<file path="config.mk">
export PLATFORM = sky130hd
export DESIGN_NAME = ipd_decoder
export DESIGN_NICKNAME = d
export VERILOG_FILES = /design/src/hdl/ipd_pkg.sv /design/src/hdl/ipd_pb_if.sv /design/src/hdl/ipd_decoder.sv /design/src/hdl/ipd_pb_class.sv
export SDC_FILE = /design/constraint.sdc
export NUM_CORES = 1
export LEC_CHECK = 0
export BUFFER_PORTS_ARGS = -buffer_cell sky130_fd_sc_hd__buf_2
export CORE_MARGIN = 5
export CORE_UTILIZATION = 45
export DETAILED_ROUTE_END_ITERATION = 8
export PLACE_DENSITY = 0.65
export SETUP_SLACK_MARGIN = 0.3
export SLEW_MARGIN = 10
export SYNTH_ARGS = -nofsm -noshare
export SYNTH_HDL_FRONTEND = slang
export SYNTH_SLANG_ARGS = --single-unit
</file>
<file path="constraint.sdc">
create_clock -name clk -period 3.41 [get_ports clk]
set_input_delay 0.5115 -clock clk [delete_from_list [all_inputs] [get_ports clk]]
set_output_delay 0.5115 -clock clk [all_outputs]
set_load 0.02 [all_outputs]
</file>
<file path="src/hdl/ipd_pkg.sv">
// shared constants and types for the indexed postbyte decoder
package ipd_pkg;

    // ------------------------------------------------------------------
    // stream bytes
    // ------------------------------------------------------------------
    localparam logic [7:0] PAGE2_PREFIX     = 8'h18;  // second opcode page prefix
    localparam int         BYTE_W           = 8;      // opcode, postbyte, extension width
    localparam int         WORD_W           = 16;     // offsets, addresses, immediates

    // ------------------------------------------------------------------
    // postbyte field positions
    // ------------------------------------------------------------------
    localparam int         PB_HI_RR_MSB     = 7;      // base field of short forms
    localparam int         PB_HI_RR_LSB     = 6;
    localparam int         PB_MID_RR_MSB    = 4;      // base field of 111rr forms
    localparam int         PB_MID_RR_LSB    = 3;
    localparam int         PB_AUTO_BIT      = 5;      // 0: constant offset, 1: auto or 111
    localparam int         PB_PRE_POST_BIT  = 4;      // 0: pre update, 1: post update
    localparam int         PB_ACC_BIT       = 2;      // in 111rr forms: 1 selects accumulator
    localparam int         PB_Z_BIT         = 1;
    localparam int         PB_S_BIT         = 0;
    localparam logic [2:0] PB_LONG_TAG      = 3'h7;   // top three bits of 111rr forms
    localparam logic [1:0] BASE_PC          = 2'h3;   // program counter encoding

    // ------------------------------------------------------------------
    // extension byte counts
    // ------------------------------------------------------------------
    localparam logic [1:0] EXT_NONE         = 2'h0;
    localparam logic [1:0] EXT_ONE          = 2'h1;
    localparam logic [1:0] EXT_TWO          = 2'h2;

    // base register encoding
    typedef enum logic [1:0] {
        IPD_BASE_X  = 2'b00,
        IPD_BASE_Y  = 2'b01,
        IPD_BASE_SP = 2'b10,
        IPD_BASE_PC = 2'b11
    } ipd_base_t;

    // accumulator choice of the accumulator offset forms
    typedef enum logic [1:0] {
        IPD_ACC_A    = 2'b00,
        IPD_ACC_B    = 2'b01,
        IPD_ACC_D    = 2'b10,
        IPD_ACC_DIND = 2'b11
    } ipd_acc_t;

    // decoded indexed form
    typedef enum logic [2:0] {
        IPD_FORM_NONE   = 3'b000,
        IPD_FORM_CONST5 = 3'b001,
        IPD_FORM_OFF9   = 3'b010,
        IPD_FORM_OFF16  = 3'b011,
        IPD_FORM_IND16  = 3'b100,
        IPD_FORM_AUTO   = 3'b101,
        IPD_FORM_ACC    = 3'b110,
        IPD_FORM_IND_D  = 3'b111
    } ipd_form_t;

    // what an opcode is followed by
    typedef enum logic [1:0] {
        IPD_PB_NONE    = 2'b00,
        IPD_PB_INDEXED = 2'b01,
        IPD_PB_OTHER   = 2'b10
    } ipd_pbkind_t;

    // stream parser states
    typedef enum logic [1:0] {
        IPD_ST_OPCODE = 2'b00,
        IPD_ST_POST   = 2'b01,
        IPD_ST_EXT    = 2'b10
    } ipd_state_t;

endpackage

</file>
<file path="src/hdl/ipd_pb_if.sv">
// carrier between the stream parser and the postbyte classifier
`timescale 1ns/10ps
interface ipd_pb_if;
    logic [7:0]         index_postbyte;   // postbyte under test
    ipd_pkg::ipd_form_t form;             // decoded indexed form
    ipd_pkg::ipd_base_t base_reg_select;  // chosen base register
    ipd_pkg::ipd_acc_t  accum_select;     // accumulator of the accumulator forms
    logic [15:0]        short_offset;     // sign extended 5-bit offset or auto step
    logic               update_post;      // auto form: update after use
    logic               sign9;            // ninth offset bit of the 9-bit form
    logic [1:0]         ext_count;        // extension bytes that follow

    modport classifier (
        input  index_postbyte,
        output form, base_reg_select, accum_select, short_offset,
        output update_post, sign9, ext_count
    );
    modport parser (
        output index_postbyte,
        input  form, base_reg_select, accum_select, short_offset,
        input  update_post, sign9, ext_count
    );
endinterface

</file>
<file path="src/hdl/ipd_decoder.sv">
// opcode stream parser with indexed postbyte decode
`timescale 1ns/10ps

// Functional notes
// - postbyte then zero, one or two extensions
// - rr0nnnnn is signed 5-bit offset, no extension
// - 111rr0zs with z=s=1 is indirect form
// - 111rr011 adds 16-bit constant then fetches pointer
// - rr1pnnnn auto update, p selects pre/post
// - auto update base only X, Y or SP
// - 111rr1aa adds A, B or D unsigned
// - 111rr111 adds D then fetches pointer
// - 8-bit opcode fixes operation and mode
// - prefix 18 selects second opcode page
// - postbyte accepted for indexed and other ops
// - extension bytes carry address, offset or data
// - 9-bit form takes one extension byte
// - 16-bit forms take two extension bytes
module ipd_decoder (
    // clock and reset
    input  wire logic               clk,
    input  wire logic               rst,
    // byte stream from the fetch queue
    input  wire logic               byte_valid,
    input  wire logic [7:0]         byte_data,
    output logic                    byte_ready,
    // opcode classification lookup, same clock, combinational outside
    output logic [7:0]              lookup_opcode,
    output logic                    lookup_page2,
    input  wire ipd_pkg::ipd_pbkind_t lookup_pbkind,
    input  wire logic [1:0]         lookup_ext_count,
    // decoded instruction to address generation
    output logic                    instr_valid,
    output logic                    instr_page2,
    output logic [7:0]              instr_opcode,
    output logic                    instr_has_postbyte,
    output logic [7:0]              instr_postbyte,
    output ipd_pkg::ipd_form_t      instr_form,
    output ipd_pkg::ipd_base_t      instr_base,
    output ipd_pkg::ipd_acc_t       instr_accum,
    output logic                    instr_update_post,
    output logic [15:0]             instr_offset,
    output logic [1:0]              instr_ext_count,
    output logic [15:0]             instr_ext_data
);

    // ------------------------------------------------------------------
    // state record
    // ------------------------------------------------------------------
    typedef struct packed {
        ipd_pkg::ipd_state_t  st;          // parser state
        logic                 page2;       // prefix seen for this instruction
        logic [7:0]           opcode;      // latched opcode
        ipd_pkg::ipd_pbkind_t pbkind;      // latched postbyte kind
        logic [1:0]           op_ext;      // extensions from the opcode lookup
        logic [7:0]           postbyte;    // latched postbyte
        ipd_pkg::ipd_form_t   form;        // latched indexed form
        ipd_pkg::ipd_base_t   base;        // latched base register
        ipd_pkg::ipd_acc_t    accum;       // latched accumulator
        logic                 upd_post;    // latched pre/post choice
        logic                 sign9;       // latched ninth offset bit
        logic [15:0]          short_off;   // latched short offset
        logic [1:0]           ext_total;   // extensions expected
        logic [1:0]           ext_left;    // extensions still to come
        logic [15:0]          ext_data;    // extension bytes, last byte low, first of two high
        // registered outputs
        logic                 o_valid;
        logic                 o_page2;
        logic [7:0]           o_opcode;
        logic                 o_has_pb;
        logic [7:0]           o_postbyte;
        ipd_pkg::ipd_form_t   o_form;
        ipd_pkg::ipd_base_t   o_base;
        ipd_pkg::ipd_acc_t    o_accum;
        logic                 o_upd_post;
        logic [15:0]          o_offset;
        logic [1:0]           o_ext_count;
        logic [15:0]          o_ext_data;
    } ipd_dec_state_t;

    ipd_dec_state_t s_r;    // registered state
    ipd_dec_state_t s_nxt;  // next state

    // ------------------------------------------------------------------
    // postbyte classifier
    // ------------------------------------------------------------------
    ipd_pb_if pb_bus ();   // incoming byte seen as a postbyte

    ipd_pb_class u_pb_class (
        .pb (pb_bus.classifier)
    );

    // the classifier always looks at the current byte; only used in IPD_ST_POST
    assign pb_bus.index_postbyte = byte_data;

    // ------------------------------------------------------------------
    // stream handshake and lookup
    // ------------------------------------------------------------------
    // the parser never stalls; the output is a one-cycle pulse, so the
    // consumer must take it in the cycle it appears
    assign byte_ready    = ~rst;
    assign lookup_opcode = byte_data;
    assign lookup_page2  = s_r.page2;

    wire take = byte_valid & byte_ready;  // a byte is taken this edge

    // ------------------------------------------------------------------
    // final offset of a finished instruction
    // ------------------------------------------------------------------
    // assembled from the latched form and the extension bytes
    function automatic logic [15:0] final_offset(input ipd_dec_state_t s,
                                                 input logic [15:0] ext);
        logic [15:0] r;
        r = '0;
        case (s.form)
            ipd_pkg::IPD_FORM_CONST5: r = s.short_off;
            ipd_pkg::IPD_FORM_AUTO:   r = s.short_off;
            ipd_pkg::IPD_FORM_OFF9:   r = {{8{s.sign9}}, ext[7:0]};
            ipd_pkg::IPD_FORM_OFF16:  r = ext;
            ipd_pkg::IPD_FORM_IND16:  r = ext;
            default:                  r = '0;  // accumulator forms: offset from A/B/D
        endcase
        return r;
    endfunction

    // ------------------------------------------------------------------
    // next state
    // ------------------------------------------------------------------
    always_comb begin
        logic        finish;       // instruction completes this cycle
        logic [15:0] ext_now;      // extension data including this byte
        finish  = 1'b0;
        ext_now = s_r.ext_data;
        s_nxt   = s_r;
        s_nxt.o_valid = 1'b0;
        if (take) begin
            case (s_r.st)
                ipd_pkg::IPD_ST_OPCODE: begin
                    if (byte_data == ipd_pkg::PAGE2_PREFIX && !s_r.page2) begin
                        // prefix: next byte is a second page opcode
                        s_nxt.page2 = 1'b1;
                    end else begin
                        s_nxt.opcode    = byte_data;
                        s_nxt.pbkind    = lookup_pbkind;
                        s_nxt.op_ext    = lookup_ext_count;
                        s_nxt.postbyte  = '0;
                        s_nxt.form      = ipd_pkg::IPD_FORM_NONE;
                        s_nxt.base      = ipd_pkg::IPD_BASE_X;
                        s_nxt.accum     = ipd_pkg::IPD_ACC_A;
                        s_nxt.upd_post  = 1'b0;
                        s_nxt.sign9     = 1'b0;
                        s_nxt.short_off = '0;
                        s_nxt.ext_data  = '0;
                        ext_now         = '0;
                        if (lookup_pbkind != ipd_pkg::IPD_PB_NONE) begin
                            s_nxt.st = ipd_pkg::IPD_ST_POST;
                        end else if (lookup_ext_count != ipd_pkg::EXT_NONE) begin
                            s_nxt.ext_total = lookup_ext_count;
                            s_nxt.ext_left  = lookup_ext_count;
                            s_nxt.st        = ipd_pkg::IPD_ST_EXT;
                        end else begin
                            s_nxt.ext_total = ipd_pkg::EXT_NONE;
                            finish          = 1'b1;
                        end
                    end
                end
                ipd_pkg::IPD_ST_POST: begin
                    s_nxt.postbyte = byte_data;
                    if (s_r.pbkind == ipd_pkg::IPD_PB_INDEXED) begin
                        // indexed: extension count follows from the form
                        s_nxt.form      = pb_bus.form;
                        s_nxt.base      = pb_bus.base_reg_select;
                        s_nxt.accum     = pb_bus.accum_select;
                        s_nxt.upd_post  = pb_bus.update_post;
                        s_nxt.sign9     = pb_bus.sign9;
                        s_nxt.short_off = pb_bus.short_offset;
                        s_nxt.ext_total = pb_bus.ext_count;
                        s_nxt.ext_left  = pb_bus.ext_count;
                    end else begin
                        // transfer, exchange, loop: count from the opcode
                        s_nxt.ext_total = s_r.op_ext;
                        s_nxt.ext_left  = s_r.op_ext;
                    end
                    if (s_nxt.ext_left == ipd_pkg::EXT_NONE) begin
                        finish = 1'b1;
                    end else begin
                        s_nxt.st = ipd_pkg::IPD_ST_EXT;
                    end
                end
                ipd_pkg::IPD_ST_EXT: begin
                    // last extension byte ends up in the low half, the first of two in the high half
                    ext_now        = {s_r.ext_data[7:0], byte_data};
                    s_nxt.ext_data = ext_now;
                    s_nxt.ext_left = s_r.ext_left - 2'h1;
                    if (s_r.ext_left == ipd_pkg::EXT_ONE) begin
                        finish = 1'b1;
                    end
                end
                default: begin
                    // unreachable code space: resynchronise on an opcode
                    s_nxt.st = ipd_pkg::IPD_ST_OPCODE;
                end
            endcase
        end
        if (finish) begin
            // publish the instruction for exactly one cycle
            s_nxt.st          = ipd_pkg::IPD_ST_OPCODE;
            s_nxt.page2       = 1'b0;
            s_nxt.o_valid     = 1'b1;
            s_nxt.o_page2     = s_r.page2;
            s_nxt.o_opcode    = s_nxt.opcode;
            s_nxt.o_has_pb    = (s_nxt.pbkind != ipd_pkg::IPD_PB_NONE);
            s_nxt.o_postbyte  = s_nxt.postbyte;
            s_nxt.o_form      = s_nxt.form;
            s_nxt.o_base      = s_nxt.base;
            s_nxt.o_accum     = s_nxt.accum;
            s_nxt.o_upd_post  = s_nxt.upd_post;
            s_nxt.o_offset    = final_offset(s_nxt, ext_now);
            s_nxt.o_ext_count = s_nxt.ext_total;
            s_nxt.o_ext_data  = ext_now;
        end
    end

    // ------------------------------------------------------------------
    // state register
    // ------------------------------------------------------------------
    // synchronous reset drops any partial instruction
    always_ff @(posedge clk) begin
        if (rst) begin
            s_r    <= '0;
            s_r.st <= ipd_pkg::IPD_ST_OPCODE;
        end else begin
            s_r <= s_nxt;
        end
    end

    // ------------------------------------------------------------------
    // outputs
    // ------------------------------------------------------------------
    assign instr_valid        = s_r.o_valid;
    assign instr_page2        = s_r.o_page2;
    assign instr_opcode       = s_r.o_opcode;
    assign instr_has_postbyte = s_r.o_has_pb;
    assign instr_postbyte     = s_r.o_postbyte;
    assign instr_form         = s_r.o_form;
    assign instr_base         = s_r.o_base;
    assign instr_accum        = s_r.o_accum;
    assign instr_update_post  = s_r.o_upd_post;
    assign instr_offset       = s_r.o_offset;
    assign instr_ext_count    = s_r.o_ext_count;
    assign instr_ext_data     = s_r.o_ext_data;

endmodule // ipd_decoder

</file>
<file path="src/hdl/ipd_pb_class.sv">
// combinational classifier of one indexed postbyte
`timescale 1ns/10ps
module ipd_pb_class (
    // postbyte in, fields out
    ipd_pb_if.classifier pb
);

    // ------------------------------------------------------------------
    // form decode
    // ------------------------------------------------------------------
    // pure decode; the parser registers whatever it keeps
    always_comb begin
        logic [7:0] b;
        b                  = pb.index_postbyte;
        pb.form            = ipd_pkg::IPD_FORM_CONST5;
        pb.base_reg_select = ipd_pkg::ipd_base_t'(b[ipd_pkg::PB_HI_RR_MSB:ipd_pkg::PB_HI_RR_LSB]);
        pb.accum_select    = ipd_pkg::ipd_acc_t'(b[1:0]);
        pb.short_offset    = {{11{b[4]}}, b[4:0]};
        pb.update_post     = b[ipd_pkg::PB_PRE_POST_BIT];
        pb.sign9           = b[ipd_pkg::PB_S_BIT];
        pb.ext_count       = ipd_pkg::EXT_NONE;
        if (b[ipd_pkg::PB_AUTO_BIT] == 1'b0) begin
            // rr0nnnnn: short signed constant, no extension
            pb.form = ipd_pkg::IPD_FORM_CONST5;
        end else if (b[7:5] == ipd_pkg::PB_LONG_TAG) begin
            // 111rr...: base field moves to bits 4:3
            pb.base_reg_select =
                ipd_pkg::ipd_base_t'(b[ipd_pkg::PB_MID_RR_MSB:ipd_pkg::PB_MID_RR_LSB]);
            pb.short_offset = '0;
            if (b[ipd_pkg::PB_ACC_BIT]) begin
                // accumulator offset, aa = 11 is the D indirect form
                if (b[1:0] == 2'h3) begin
                    pb.form = ipd_pkg::IPD_FORM_IND_D;
                end else begin
                    pb.form = ipd_pkg::IPD_FORM_ACC;
                end
            end else if (!b[ipd_pkg::PB_Z_BIT]) begin
                pb.form      = ipd_pkg::IPD_FORM_OFF9;
                pb.ext_count = ipd_pkg::EXT_ONE;
            end else if (!b[ipd_pkg::PB_S_BIT]) begin
                pb.form      = ipd_pkg::IPD_FORM_OFF16;
                pb.ext_count = ipd_pkg::EXT_TWO;
            end else begin
                // z = s = 1 is never a plain offset
                pb.form      = ipd_pkg::IPD_FORM_IND16;
                pb.ext_count = ipd_pkg::EXT_TWO;
            end
        end else begin
            // rr1pnnnn with rr != 11: PC can never land here
            pb.form = ipd_pkg::IPD_FORM_AUTO;
            if (b[3]) begin
                pb.short_offset = {{12{1'b1}}, b[3:0]};                   // -8 .. -1
            end else begin
                pb.short_offset = {12'h000, b[3:0] + 4'h1};               // +1 .. +8
            end
        end
    end

endmodule // ipd_pb_class

</file>
==> flow_summary.ini <==
[power_and_ir_drop]
ir_drop_mv = 0.371
powerDensity_nw_per_um2 = 568
total_leakage_power_uw = 0.00282

[worst_setup_path]
critPathCaptureType = register
worst_setup_path_endpoint = instr_offset[11]
start_kind = register
timing.critical_path.mode_cell = sky130_fd_sc_hd__or2_2
critical_path_depth = 10
worst_path_dominant_cell_family = simple AND/OR/NAND/NOR gates
r2r-end = instr_offset[11]
rr_worst_depth = 10
critical_path_class = reg2reg
crit_chain = inv_1 -> ha_1 -> or2_2 -> o311ai_4 -> buf_4 -> or2_2 -> o211ai_1 -> nor2_1 -> a221oi_1 -> o21ai_1
critPathMaxFanout = 12
r2r_slack_ns = 0.59
timing.critical_path.from = s_r[128]
crit_buf_inv = 2
critPathRequiredTime_ns = 3.71
timing.critical_path.arrival_ns = 3.12
cpMaxStageDelayCell = sky130_fd_sc_hd__or2_2
rr_startpoint = s_r[128]
peak_per_stage_delay_on_the_critical_path_ns = 0.42

[yosys]
ys_seq_elements = 129
syn_avg_cell_area_sq_um = 8.70
yosys_warnings = 0
synth_async_sr_flop_share_pct = 0
post_synth_inst_count = 666
synth_area_leader_cell = sky130_fd_sc_hd__dfxtp_1
synthFlopType = sky130_fd_sc_hd__dfxtp_1
synth.yosys.seq_area_share_pct = 44.6
yosysTopAreaCellShare_pct = 44.6
netlist-cell-type-count = 64
synth_enable_flop_cells = 0
synth.area.top_cells = sky130_fd_sc_hd__dfxtp_1 (45%), sky130_fd_sc_hd__buf_4 (8.4%), sky130_fd_sc_hd__nor2_1 (7.2%)
mapped_nets = 691
netlist_area_sq_um = 5790
yosysMostFrequentCell = sky130_fd_sc_hd__dfxtp_1
post_synth_most_frequent_cells = sky130_fd_sc_hd__dfxtp_1 (129), sky130_fd_sc_hd__nor2_1 (111), sky130_fd_sc_hd__buf_4 (65)

[die]
initial_core_util_pct = 45.9
io_pins = 86
coreArea_sq_um = 12600
row_count = 41
dieArea_sq_um = 15200
floorplan.die.width_microns = 123
fp.dieH_microns = 123

[placement]
port_buffers = 85
dp_hpwl_microns = 9900
placed_cell_area_sq_um = 5880
pre_cts_slack_ns = 0.407
finalWeightedCongestion = 0.867

[timing]
timing.max_slew.rel_slack_pct = 52.6
fin_crit_sh_pct = 82.7
rsz0062_at_grt = no
worst_slew_pin_slew_ns = 0.707
max_clock_freq_mhz = 354
finalWorstPathRequiredPeriod_ns = 2.82
final-setup-viol-count = 0
timing.final.hold_violations = 0
worst_clock_skew_ns = 0.00875
final.setup.tns_ns = 0
timing.final.max_slew_violations = 0
setup_slack_ns = 0.589

[detailed_routing]
routed-via-count = 4707
detail_route.drc_violations = 0
first_pass_iters = 5
wirelength_microns = 14300
viasPerCell = 5.47
first_iter_violations = 479
routed_wire_length_per_instance_microns = 16.6
drtAntennaViolNets = 0

[global_routing]
grt_overflow = 0
first_global_vias = 4421
gr-usage-all-layers_pct = 19.3
grt_start_max_net_pins = 49
initial_antenna_violation_count = 0
first_pass_grt_wire_length_microns = 22800

[layout]
syn2layout_area_growth_pct = 11.7
layout.nets = 700
design_area_sq_um = 6470
antenna-diode-count = 0
number_of_fillers_in_the_final_layout = 1197
post_route_cells_drive_above_1_share_pct = 21.7

[run]
drv_cap = 0

[worst_hold_path]
hold_path.class = in2reg
min_delay_src = lookup_pbkind[0]

[clocking]
post_cts_buffers = 0
cts_htree_levels = 4
cts_buffers = 17
cts-root-buf = sky130_fd_sc_hd__clkbuf_16
post_cts_resize_count = 0
clkSlewWorstSetupHoldPaths_ns = 0.06
clk-insertion-delay-late_ns = 0.42
tritoncts_num_sinks = 129
hold_buffer_count_at_cts = 0
tritoncts = yes
max-clock-path-buffers = 2

[status]
status = completed
placed cells by master, fill, tap and decap left out, types with 4 or more instances in the layout:
cell type                     n
sky130_fd_sc_hd__dfxtp_1    129
sky130_fd_sc_hd__nor2_1     110
sky130_fd_sc_hd__buf_2       85
sky130_fd_sc_hd__nand2_1     49
sky130_fd_sc_hd__a21oi_1     29
sky130_fd_sc_hd__a22oi_1     23
sky130_fd_sc_hd__o21ai_0     22
sky130_fd_sc_hd__o22a_1      21
sky130_fd_sc_hd__clkbuf_16   17
sky130_fd_sc_hd__buf_4       15
sky130_fd_sc_hd__inv_1       14
sky130_fd_sc_hd__mux2i_1     14
sky130_fd_sc_hd__a211oi_1    13
sky130_fd_sc_hd__nor3_1      12
sky130_fd_sc_hd__o21ai_1     12
sky130_fd_sc_hd__nand3_1     11
sky130_fd_sc_hd__ha_1        10
sky130_fd_sc_hd__nor2b_1      7
sky130_fd_sc_hd__and2_1       6
sky130_fd_sc_hd__a221oi_1     6
sky130_fd_sc_hd__o211ai_1     5
sky130_fd_sc_hd__a22o_1       5
sky130_fd_sc_hd__a31oi_1      4
sky130_fd_sc_hd__a21boi_0     4
routing by layer:
layer	global-route usage (%)	wire, microns	part of all wire (%)
met5	0	0	0
met4	7.89	286	2.0
met3	5.03	862	6.0
met2	30.1	6550	46
met1	25.5	6570	46
final cells by class:
class / instances / area (sq um) / share of cell area [%]
clock buffers: 20 / 457 / 7.06
inverters: 16 / 60.1 / 0.928
multi-input cells: 410 / 2470 / 38.1
clock inverters: 12 / 133 / 2.05
flip-flops and latches: 129 / 2580 / 39.9
repair buffers: 101 / 558 / 8.62
well taps: 172 / 215 / 3.32
state kept, by name (all words and copies together), names as in the netlist:
register and flops:
s_r 67, instr_ext_data 16, instr_offset 16, instr_opcode 8
instr_postbyte 8, instr_form 3, instr_accum 2, instr_base 2
instr_ext_count 2, instr_has_postbyte 1, instr_page2 1, instr_update_post 1
instr_valid 1, lookup_page2 1
power by group:
group | internal (uW) | switching, uW
clock network | 1120 | 683
registers | 1550 | 18.5
logic | 107 | 207
total | 2770 | 909
metrics by stage:
step                      utilization [%]  power [uW]  hold WS, ns  cells
after floorplan                         -        1850        0.426    666
after global placement               46.6        1900        0.436    828
after detailed placement             46.6        1910        0.445    828
after CTS                            51.3        3690        0.335    860
after global routing                 51.3        3800        0.350    860
final                                51.3        3680        0.349    860
tightest hold or removal path, stage by stage:
cell,delay (ns)
sky130_fd_sc_hd__buf_2,0.09
sky130_fd_sc_hd__mux2i_1,0.06
sky130_fd_sc_hd__nor2_1,0.07
cells by family after synthesis:
family,share of synthesized area (%)
simple gates,16.5
compound gates,21.0
flops,44.6
buf+inv,12.9
mux,2.81
fa+ha+maj,2.16
xor+xnor,0.151
worst min path at each step:
stage	cells past startpoint	to
after global placement	2	s_r[88]
final	3	s_r[116]
after global routing	2	s_r[100]
after CTS	3	s_r[116]
after detailed placement	2	s_r[88]
after floorplan	2	instr_offset[14]
Power figures use the tool's default switching activity.
